===== src/design/mtpo_pkg.sv =====
package mtpo_pkg;

   // Block shape
   localparam int NUM_UNITS = 5;
   localparam int NUM_CMP   = 12;
   localparam int NUM_TOUT  = 10;
   localparam int NUM_IRQ   = 15;
   localparam int CNT_W     = 16;
   localparam int PORT0_W   = 4;
   localparam int PATTERN_W = 8;

   // Register offsets in the low segment
   localparam logic [15:0] ADDR_PATTERN_BUF = 16'hff0e;
   localparam logic [15:0] TM_ADDR [NUM_UNITS] = '{
      16'hff10, 16'hff1a, 16'hff50, 16'hff56, 16'hff60};
   // Compare registers; index 10 and 11 are timer4_compare_a and _b
   localparam logic [15:0] CMP_ADDR [NUM_CMP] = '{
      16'hff12, 16'hff14, 16'hff16, 16'hff18,
      16'hff1c, 16'hff1e, 16'hff52, 16'hff54,
      16'hff58, 16'hff5a, 16'hff62, 16'hff64};
   localparam int IDX_TIMER4_COMPARE_A = 10;

   // Added to every offset when the high segment is selected
   localparam logic [19:0] RELOC_OFFSET = 20'hf0000;

   // Owning unit of each compare channel
   localparam int CMP_UNIT [NUM_CMP] = '{0, 0, 0, 0, 1, 1, 2, 2, 3, 3, 4, 4};

   // Prescaler: log2 of the slowest-but-four divisor per unit
   localparam int PRESC_BASE [NUM_UNITS] = '{2, 3, 2, 2, 2};
   localparam logic [2:0] PRESC_SEL_MAX = 3'h4;
   localparam int PRESC_W = 7;

   // Values after reset
   localparam logic [15:0] CNT_RESET     = 16'h0000;
   localparam logic [15:0] CMP_RESET     = 16'h0000;
   localparam logic [7:0]  PATTERN_RESET = 8'h00;
   localparam logic [3:0]  PORT0_RESET   = 4'h0;

   // Timer output modes
   typedef enum logic [1:0] {
      MTPO_OUT_TOGGLE,
      MTPO_OUT_SETRESET,
      MTPO_OUT_PWM,
      MTPO_OUT_PPG
   } mtpo_out_mode_e;

   // One special-function-register access
   typedef struct packed {
      logic [19:0] addr;
      logic        wr;
      logic        rd;
      logic        word;
      logic [15:0] wdata;
   } mtpo_sfr_req_s;

endpackage


===== src/design/mtpo_top.sv =====
// Behaviour
// - Five 16-bit counters: plain timers 0, 1, 4; timer/counters 2, 3.
// - Interrupt requests: five, three, two, two, three per unit; fifteen total.
// - Unit 0 has four compare channels, units 1 to 4 two each.
// - Only units 2 and 3 may count external events from a pin.
// - Output pins: four on unit 0, two on 1-3, none on 4; toggle.
// - Set/reset output operation exists on units 0 and 1 only.
// - PWM and programmable pulse outputs exist on units 2 and 3 only.
// - Overflow interrupt on units 0, 1, 4; none on units 2, 3.
// - Each unit 4 match copies the pattern buffer onto the port pins.
// - Port 0 pins driven from the pattern_buffer_register, preloaded by software.
// - Units 0, 2, 3, 4 count at clock divided by 4 to 64.
// - Unit 1 counts at clock divided by 8 to 128.
// - timer4_compare_a is reached by 16-bit word access only.
// - High segment selection moves every register address up by F0000H.
// - Each unit 4 compare register raises its own match interrupt.
`timescale 1ns/1ps
`default_nettype none

module mtpo_top (
   // Clock and reset
   input  wire logic                      mclk,
   input  wire logic                      nrst,
   // Register access
   input  wire mtpo_pkg::mtpo_sfr_req_s   sfr_req,
   input  wire logic                      reloc_high,
   output logic [15:0]                    sfr_rdata,
   // Unit configuration
   input  wire logic [4:0]                count_run,
   input  wire logic [4:0][2:0]           prescale_sel,
   input  wire logic [1:0]                event_count,
   input  wire logic [3:0][1:0]           out_mode,
   // External event pins of units 2 and 3
   input  wire logic [1:0]                event_pin,
   // Timer pins, interrupt requests and pattern port
   output logic [9:0]                     timer_out,
   output logic [14:0]                    irq_req,
   output logic [3:0]                     port0_out
);

   // Counter state and compare storage
   logic [15:0] cnt [mtpo_pkg::NUM_UNITS];
   logic [15:0] cmp [mtpo_pkg::NUM_CMP];
   logic [7:0]  pattern_buffer_register;
   logic [6:0]  presc;

   // Per-cycle events
   logic [4:0]  step;
   logic [4:0]  ovf;
   logic [11:0] match;
   logic [1:0]  ev_meta;
   logic [1:0]  ev_sync;
   logic [1:0]  ev_last;
   logic [1:0]  ev_edge;
   logic [15:0] next_rdata;

   // Full address of an offset in the current segment
   function automatic logic [19:0] full_addr(input logic [15:0] off,
                                             input logic        high);
      logic [19:0] base;
      base = {4'h0, off};
      return high ? base + mtpo_pkg::RELOC_OFFSET : base;
   endfunction

   // Prescaler tap: true once every 2**n clocks
   function automatic logic presc_tick(input logic [6:0] free,
                                       input int         base,
                                       input logic [2:0] sel);
      logic [2:0] s;
      logic [6:0] mask;
      s    = (sel > mtpo_pkg::PRESC_SEL_MAX) ? mtpo_pkg::PRESC_SEL_MAX : sel;
      mask = 7'((1 << (base + int'(s))) - 1);
      return (free & mask) == mask;
   endfunction

   // Free-running prescaler shared by all units
   // divider chain
   always_ff @(posedge mclk) begin
      if (!nrst) begin
         presc <= '0;
      end else begin
         presc <= presc + 7'h01;
      end
   end

   // Event pins: two flops, then a third for edge detection
   always_ff @(posedge mclk) begin
      if (!nrst) begin
         ev_meta <= '0;
         ev_sync <= '0;
         ev_last <= '0;
      end else begin
         ev_meta <= event_pin;
         ev_sync <= ev_meta;
         ev_last <= ev_sync;
      end
   end

   assign ev_edge = ev_sync & ~ev_last;

   // Count source per unit; event mode ignored on units without a pin
   always_comb begin
      for (int u = 0; u < mtpo_pkg::NUM_UNITS; u++) begin
         step[u] = count_run[u] &&
                   presc_tick(presc, mtpo_pkg::PRESC_BASE[u],
                              prescale_sel[u]);
      end
      for (int e = 0; e < 2; e++) begin
         if (event_count[e]) begin
            step[e + 2] = count_run[e + 2] && ev_edge[e];
         end
      end
   end

   // Counters
   // five counters
   always_ff @(posedge mclk) begin
      if (!nrst) begin
         for (int u = 0; u < mtpo_pkg::NUM_UNITS; u++) begin
            cnt[u] <= mtpo_pkg::CNT_RESET;
         end
      end else begin
         for (int u = 0; u < mtpo_pkg::NUM_UNITS; u++) begin
            if (step[u]) begin
               cnt[u] <= cnt[u] + 16'h0001;
            end
         end
      end
   end

   // Overflow pulse in the cycle the counter has just wrapped to zero
   always_ff @(posedge mclk) begin
      if (!nrst) begin
         ovf <= '0;
      end else begin
         for (int u = 0; u < mtpo_pkg::NUM_UNITS; u++) begin
            ovf[u] <= step[u] && (cnt[u] == 16'hffff);
         end
      end
   end

   // Match pulse in the cycle the counter has just reached the compare;
   // testing on the step keeps a held count from firing again
   // compare channels
   always_ff @(posedge mclk) begin
      if (!nrst) begin
         match <= '0;
      end else begin
         for (int k = 0; k < mtpo_pkg::NUM_CMP; k++) begin
            match[k] <= step[mtpo_pkg::CMP_UNIT[k]] &&
                        (cnt[mtpo_pkg::CMP_UNIT[k]] + 16'h0001 == cmp[k]);
         end
      end
   end

   // Interrupt requests in unit order
   // fifteen requests
   assign irq_req = {match[11], match[10], ovf[4],
                     match[9], match[8],
                     match[7], match[6],
                     match[5], match[4], ovf[1],
                     match[3:0], ovf[0]};

   // Timer pins; output k follows compare channel k
   // toggle outputs
   always_ff @(posedge mclk) begin
      if (!nrst) begin
         timer_out <= '0;
      end else begin
         for (int k = 0; k < mtpo_pkg::NUM_TOUT; k++) begin
            case (mtpo_pkg::mtpo_out_mode_e'(out_mode[mtpo_pkg::CMP_UNIT[k]]))
               mtpo_pkg::MTPO_OUT_SETRESET: begin
                  if (mtpo_pkg::CMP_UNIT[k] < 2) begin
                     if (match[k]) begin
                        timer_out[k] <= 1'b1;
                     end else if (match[k ^ 1]) begin
                        timer_out[k] <= 1'b0;
                     end
                  end else if (match[k]) begin
                     timer_out[k] <= ~timer_out[k];
                  end
               end
               mtpo_pkg::MTPO_OUT_PWM: begin
                  if (mtpo_pkg::CMP_UNIT[k] >= 2) begin
                     if (ovf[mtpo_pkg::CMP_UNIT[k]]) begin
                        timer_out[k] <= 1'b1;
                     end else if (match[k]) begin
                        timer_out[k] <= 1'b0;
                     end
                  end else if (match[k]) begin
                     timer_out[k] <= ~timer_out[k];
                  end
               end
               mtpo_pkg::MTPO_OUT_PPG: begin
                  if (mtpo_pkg::CMP_UNIT[k] >= 2) begin
                     if (match[k & ~1]) begin
                        timer_out[k] <= 1'b1;
                     end else if (match[k | 1]) begin
                        timer_out[k] <= 1'b0;
                     end
                  end else if (match[k]) begin
                     timer_out[k] <= ~timer_out[k];
                  end
               end
               default: begin
                  if (match[k]) begin
                     timer_out[k] <= ~timer_out[k];
                  end
               end
            endcase
         end
      end
   end

   // Pattern port; copying on the match avoids software timing jitter
   // copy on unit 4 match
   always_ff @(posedge mclk) begin
      if (!nrst) begin
         port0_out <= mtpo_pkg::PORT0_RESET;
      end else if (match[mtpo_pkg::IDX_TIMER4_COMPARE_A] ||
                   match[mtpo_pkg::IDX_TIMER4_COMPARE_A + 1]) begin
         port0_out <= pattern_buffer_register[3:0];
      end
   end

   // Pattern buffer: byte register, low lane of the write data
   // relocated decode
   always_ff @(posedge mclk) begin
      if (!nrst) begin
         pattern_buffer_register <= mtpo_pkg::PATTERN_RESET;
      end else if (sfr_req.wr && !sfr_req.word &&
                   sfr_req.addr == full_addr(mtpo_pkg::ADDR_PATTERN_BUF,
                                             reloc_high)) begin
         pattern_buffer_register <= sfr_req.wdata[7:0];
      end
   end

   // Compare registers take word writes only; byte writes are dropped
   // word access only
   always_ff @(posedge mclk) begin
      if (!nrst) begin
         for (int k = 0; k < mtpo_pkg::NUM_CMP; k++) begin
            cmp[k] <= mtpo_pkg::CMP_RESET;
         end
      end else begin
         for (int k = 0; k < mtpo_pkg::NUM_CMP; k++) begin
            if (sfr_req.wr && sfr_req.word &&
                sfr_req.addr == full_addr(mtpo_pkg::CMP_ADDR[k],
                                          reloc_high)) begin
               cmp[k] <= sfr_req.wdata;
            end
         end
      end
   end

   // Read decode; unmapped or wrong-width reads return zero
   // word read only, byte read for the pattern buffer
   always_comb begin
      next_rdata = 16'h0000;
      if (sfr_req.addr == full_addr(mtpo_pkg::ADDR_PATTERN_BUF,
                                    reloc_high)) begin
         if (!sfr_req.word) begin
            next_rdata = {8'h00, pattern_buffer_register};
         end
      end else begin
         for (int u = 0; u < mtpo_pkg::NUM_UNITS; u++) begin
            if (sfr_req.word &&
                sfr_req.addr == full_addr(mtpo_pkg::TM_ADDR[u],
                                          reloc_high)) begin
               next_rdata = cnt[u];
            end
         end
         for (int k = 0; k < mtpo_pkg::NUM_CMP; k++) begin
            if (sfr_req.word &&
                sfr_req.addr == full_addr(mtpo_pkg::CMP_ADDR[k],
                                          reloc_high)) begin
               next_rdata = cmp[k];
            end
         end
      end
   end

   // Read data register, held until the next read
   always_ff @(posedge mclk) begin
      if (!nrst) begin
         sfr_rdata <= 16'h0000;
      end else if (sfr_req.rd) begin
         sfr_rdata <= next_rdata;
      end
   end

endmodule

`default_nettype wire


===== config.mk =====
export PLATFORM = sky130hd
export DESIGN_NAME = mtpo_top
export DESIGN_NICKNAME = d
export VERILOG_FILES = /design/src/design/mtpo_pkg.sv /design/src/design/mtpo_top.sv
export SDC_FILE = /design/constraint.sdc
export NUM_CORES = 1
export LEC_CHECK = 0
export ABC_AREA = 1
export BUFFER_PORTS_ARGS = -buffer_cell sky130_fd_sc_hd__buf_2
export CAP_MARGIN = 10
export CORE_MARGIN = 3
export CORE_UTILIZATION = 30
export DETAILED_ROUTE_END_ITERATION = 8
export HOLD_SLACK_MARGIN = 0.03
export SLEW_MARGIN = 15
export SYNTH_ARGS = -nofsm -noshare
export SYNTH_HDL_FRONTEND = slang
export SYNTH_SLANG_ARGS = --single-unit

===== constraint.sdc =====
create_clock -name mclk -period 7.6 [get_ports mclk]
set_input_delay 2.28 -clock mclk [delete_from_list [all_inputs] [get_ports mclk]]
set_output_delay 2.28 -clock mclk [all_outputs]
set_load 0.005 [all_outputs]

Yosys cells after proc, flatten, opt, wreduce, memory -nomap -nowiden
Memories as Yosys holds them, arrays and structs flattened.
Index checks and enable logic that the tools add are counted.

operators by class
  eq/ne operators = 50
  bitwise logic cells = 34
  magnitude comparators = 5
  muxes and demuxes = 159
  reduce and logical (&&, ||, !) cells = 79
  add/subtract/negate cells = 16
  shifts and indexed selects = 5

operators with widths
  kind                                                  number
  2-to-1 mux 16 bit                                     35
  equality test 20 bit                                  18
  2-to-1 mux 20 bit                                     18
  equality test 16 bit                                  12
  2-to-1 mux 1 bit                                      96
  adder 16 x 1 -> 16 bit, second input constant         5
  equality test 16 bit, second input constant           5
  logical AND 1 bit                                     56
  AND 7 bit                                             5
  equality test 7 bit                                   5
  << shifter 1 x 4 -> 7 bit, first input constant       5
  subtractor 7 x 2 -> 7 bit, second input constant      5
  adder 2 x 3 -> 4 bit, first input constant            5
  nonzero test 2 bit                                    9
  bitwise OR 1 bit                                      17
  greater-than comparator 3 bit, second input constant  5
  2-to-1 mux 3 bit                                      5
  != test 3 bit, second input constant                  4
  AND reduction 2 bit                                   6
  nonzero test 3 bit                                    4
  NOT 1 bit                                             10
  equality test 2 bit, second input constant            4
  2-to-1 mux 8 bit                                      1
  case mux 1 bit (2 select lines)                       4
  other kinds (7)                                       9

storage, ports and cells
  input bits = 74
  output and inout bits = 45
  bits in writable memories = 272
  logic and storage cells = 369
  flip-flop bits (word level) = 68
  memories kept = 2

memories
  memory  words  bits a word  rd ports  clocked after Yosys merged registers in  write ports  RTL line        source
  cmp     12     16           12        0                                        12           mtpo_top.sv:43  logic [15:0] cmp [mtpo_pkg::NUM_CMP];
  cnt     5      16           5         0                                        5            mtpo_top.sv:42  logic [15:0] cnt [mtpo_pkg::NUM_UNITS];

Logic depth before layout (Yosys ltp)
  word-level depth = 21
  depth in mapped cells = 22
  depth with buffers taken out = 22

Worst setup path after synthesis
OpenSTA, ideal clock, no wires.

  path type = in2reg
  start = input sfr_req[35] (netlist bit)
  end = memory cmp[10][0], in the netlist cmp[5][0], enable pin
  slack = 2.972 ns
  arrival = 4.217 ns
  stages = 6
  library setup time = 0.411 ns
  path buffers = 1
  required time = 7.189 ns
  cells stage by stage = nor2_1 -> nand3b_1 -> nand2_4 -> clkbuf_1 -> nand2_1 -> o21ai_0

RTL lines
  what             RTL line        source
  start, declared  mtpo_top.sv:25  input wire mtpo_pkg::mtpo_sfr_req_s sfr_req,
  end, declared    mtpo_top.sv:43

==> flow_summary.json <==
{
  "avgRoutedWirePerCell_um": 22.7,
  "chipWidth_um": 258,
  "drv_slew": 0,
  "ys_async_sr_fraction_pct": 0,
  "ff_latch_area_mm2": 0.00953,
  "start_util_pct": 30.6,
  "cp-endpoint": "cmp[1][22]",
  "yosysWarnings": 0,
  "synth-seq-cells": 340,
  "holdPathStages": 2,
  "drc": 0,
  "synth_compound_area_share_pct": 7.23,
  "synth-simple-area-share_pct": 28.8,
  "place_hpwl_um": 57400,
  "leakage_nw": 8.36,
  "crit_type": "input port to flop",
  "worstMarginPinSlew_ns": 1.14,
  "synth_edf_count": 272,
  "synth_adder_area_share_pct": 0.658,
  "grt_max_degree": 49,
  "powerDensity_mw_per_mm2": 200,
  "fillers": 6507,
  "r2r_slack_ns": 4.01,
  "status": "finished clean",
  "synthCells": 2321,
  "synth_ff_type": "edfxtp_1",
  "final_nets": 2506,
  "fp.dieArea_mm2": 0.0665,
  "fin_crit_sh_pct": 69.3,
  "cts_hold_buf": 0,
  "rows": 91,
  "cp.required_ns": 7.80,
  "io_pins": 119,
  "wl_um": 74600,
  "synthXorXnorAreaFrac_pct": 6.48,
  "fin_skew_ns": 0.0203,
  "antenna_left": 0,
  "synth_top_cell_area_share_pct": 42.9,
  "r2r-end": "match[0]",
  "fin_tns_setup_ns": 0,
  "max_freq_mhz": 190,
  "rr_startpoint": "cnt[0][0]",
  "dr_total_vias": 17280,
  "htree_num_levels": 2,
  "synth_fp_nets": 2405,
  "viasPerCell": 5.26,
  "hold_class": "flop to flop",
  "first_iter_violations": 2030,
  "io_buffers": 118,
  "setup_viol": 0,
  "cts_tree": "done",
  "overflow": 0,
  "yosysTopAreaCell": "edfxtp_1",
  "post-cts-setup-buffers": 0,
  "area_delta_synth_final_pct": 13.8,
  "worst_setup_path_end_kind": "flop",
  "r2r_cells": 13,
  "clock_latency_ns": 0.58,
  "grt_pass1_wl_um": 107000,
  "cp-startpoint": "sfr_req[16]",
  "arrival_ns": 5.47,
  "clockBufferDepth": 3,
  "synth_top_family_by_area": "simple AND/OR/NAND/NOR gates",
  "multi_input_area_mm2": 0.00822,
  "place_congestion": 1.03,
  "hold_violations": 0,
  "num_antenna_cells": 0,
  "dieHeight_um": 258,
  "drive_gt1_share_pct": 9.92,
  "syn-mean-instance-area_um2": 8.20,
  "synth_seq_area_share_pct": 50.1,
  "syn_area_mm2": 0.0190,
  "hold_ws_ns": 0.425,
  "fin_crit_ns": 5.27,
  "maxCapViolCount": 0,
  "clock_sinks": 340,
  "vdd_drop_max_v": 0.000121,
  "drt-pass1-iter-count": 8,
  "antenna_found_initial": 0,
  "synth_cell_types": 54,
  "cts-root-buf": "clkbuf_16",
  "rsz0062_at_grt": "no",
  "grt_use_total_pct": 21.9,
  "max_slew_margin_pct": 23.6,
  "cts.repair.resized": 0,
  "clk_pin_slew_worst_paths_ns": 0.06,
  "grt_pass1_vias": 15738,
  "synthTopCellsByArea": "edfxtp_1 (43%), nor2_1 (9.4%), nand2_1 (9.0%)",
  "crit_fanout": 23,
  "core_area_mm2": 0.0622,
  "startpoint_type": "input port",
  "synthMuxAreaShare_pct": 0,
  "cts_buffers": 38
}
==> flip-flops by register name (all words and copies together), names as in the netlist <==
| register | count |
|---|---|
| pattern_buffer_register | 8 |
| match | 12 |
| port0_out | 4 |
| sfr_rdata | 16 |
| ev_sync | 2 |
| ev_meta | 2 |
| presc | 7 |
| cnt | 80 |
| ev_last | 2 |
| timer_out | 10 |
| cmp | 192 |
| ovf | 5 |
==> critical path, cell delays in order <==
cell	delay, ns
buf_2	0.35
inv_1	0.51
nor2_1	0.41
nand2_1	0.21
nor2_1	0.43
nand2_1	0.53
nand2_1	0.73
==> kinds of logic (layout without fill, tap and decap cells) <==
family | after synthesis | after routing
fa+ha+maj | 10 | 10
buf+inv | 333 | 461
compound gates | 238 | 238
flops | 340 | 340
simple gates | 1261 | 1261
xor+xnor | 139 | 139
==> per-layer routing <==
| layer | wire length, um | GRT usage (%) | vias to the layer above | share of wire [%] |
|---|---|---|---|---|
| met5 | 0 | 0 | - | 0 |
| met4 | 3510 | 9.99 | 0 | 4.7 |
| met3 | 7300 | 3.57 | 160 | 9.8 |
| met2 | 32200 | 33.2 | 986 | 43 |
| met1 | 31600 | 30.7 | 8194 | 42 |
| li1 | - | - | 7940 | - |
==> where the power goes <==
group          total [mW]  internal (mW)  switching (mW)
clock network        1.77           1.01           0.760
registers            2.20           2.10          0.0997
logic               0.372          0.108           0.264
==> worst min path at each step <==
stage	to	slack [ns]	startpoint
2_1_floorplan	ev_sync[0]	0.39	ev_meta[0]
3_3_place_gp	ev_sync[0]	0.39	ev_meta[0]
3_5_place_dp	ev_sync[0]	0.41	ev_meta[0]
4_1_cts	ev_sync[0]	0.43	ev_meta[0]
5_1_grt	ev_sync[1]	0.46	ev_meta[1]
6_report	ev_sync[0]	0.43	ev_meta[0]
==> through the flow <==
| stage | utilization (%) | setup slack (ns) | cells | cell area [um^2] | power (mW) |
|---|---|---|---|---|---|
| floorplan | - | 2.97 | 2321 | 19000 | 2.42 |
| global placement | 32.9 | 1.88 | 3219 | 20500 | 2.59 |
| detailed placement | 32.9 | 1.92 | 3219 | 20500 | 2.60 |
| CTS | 34.8 | 2.51 | 3286 | 21600 | 4.35 |
| global route | 34.8 | 2.13 | 3286 | 21600 | 4.47 |
| finish | 34.8 | 2.33 | 3286 | 21600 | 4.34 |
==> Yosys cell counts, types with 6 or more instances <==
master,instances
clkbuf_1,53
nor4_1,8
nor2_1,478
o211ai_1,6
nor3_2,9
xor2_1,81
a211oi_1,11
nand3_1,78
o21ai_0,81
xnor2_1,56
buf_2,10
or2_2,19
a21oi_1,83
inv_1,255
edfxtp_1,272
nor4_2,6
dfxtp_1,68
nor2_2,8
o22ai_1,16
ha_1,10
nand4_1,129
nand2_1,454
nor3_1,53
==> cells in the final DEF, fill, tap and decap left out, types with 10 or more instances in the layout <==
cell type,Yosys,routed
buf_4,4,15
clkbuf_1,53,14
nor3_1,53,52
xor2_1,81,81
a21oi_1,83,83
clkbuf_16,0,39
a211oi_1,11,11
nor2_1,478,478
ha_1,10,10
nand3_1,78,78
or2_2,19,19
edfxtp_1,272,272
buf_2,10,118
nand2_1,454,454
o22ai_1,16,16
o21ai_0,81,78
xnor2_1,56,56
inv_1,255,255
dfxtp_1,68,68
nand4_1,129,129
nor3_2,9,10
==> cell type report <==
type,count,area share (%)
Clock buffer,59,5.13
Clock inverter,8,0.266
Inverter,261,4.53
Multi-Input combinational cell,1648,38.0
Sequential cell,340,44.0
Tap cell,837,4.84
Timing Repair Buffer,133,3.25
No activity file was read; power rests on OpenSTA's default activity.
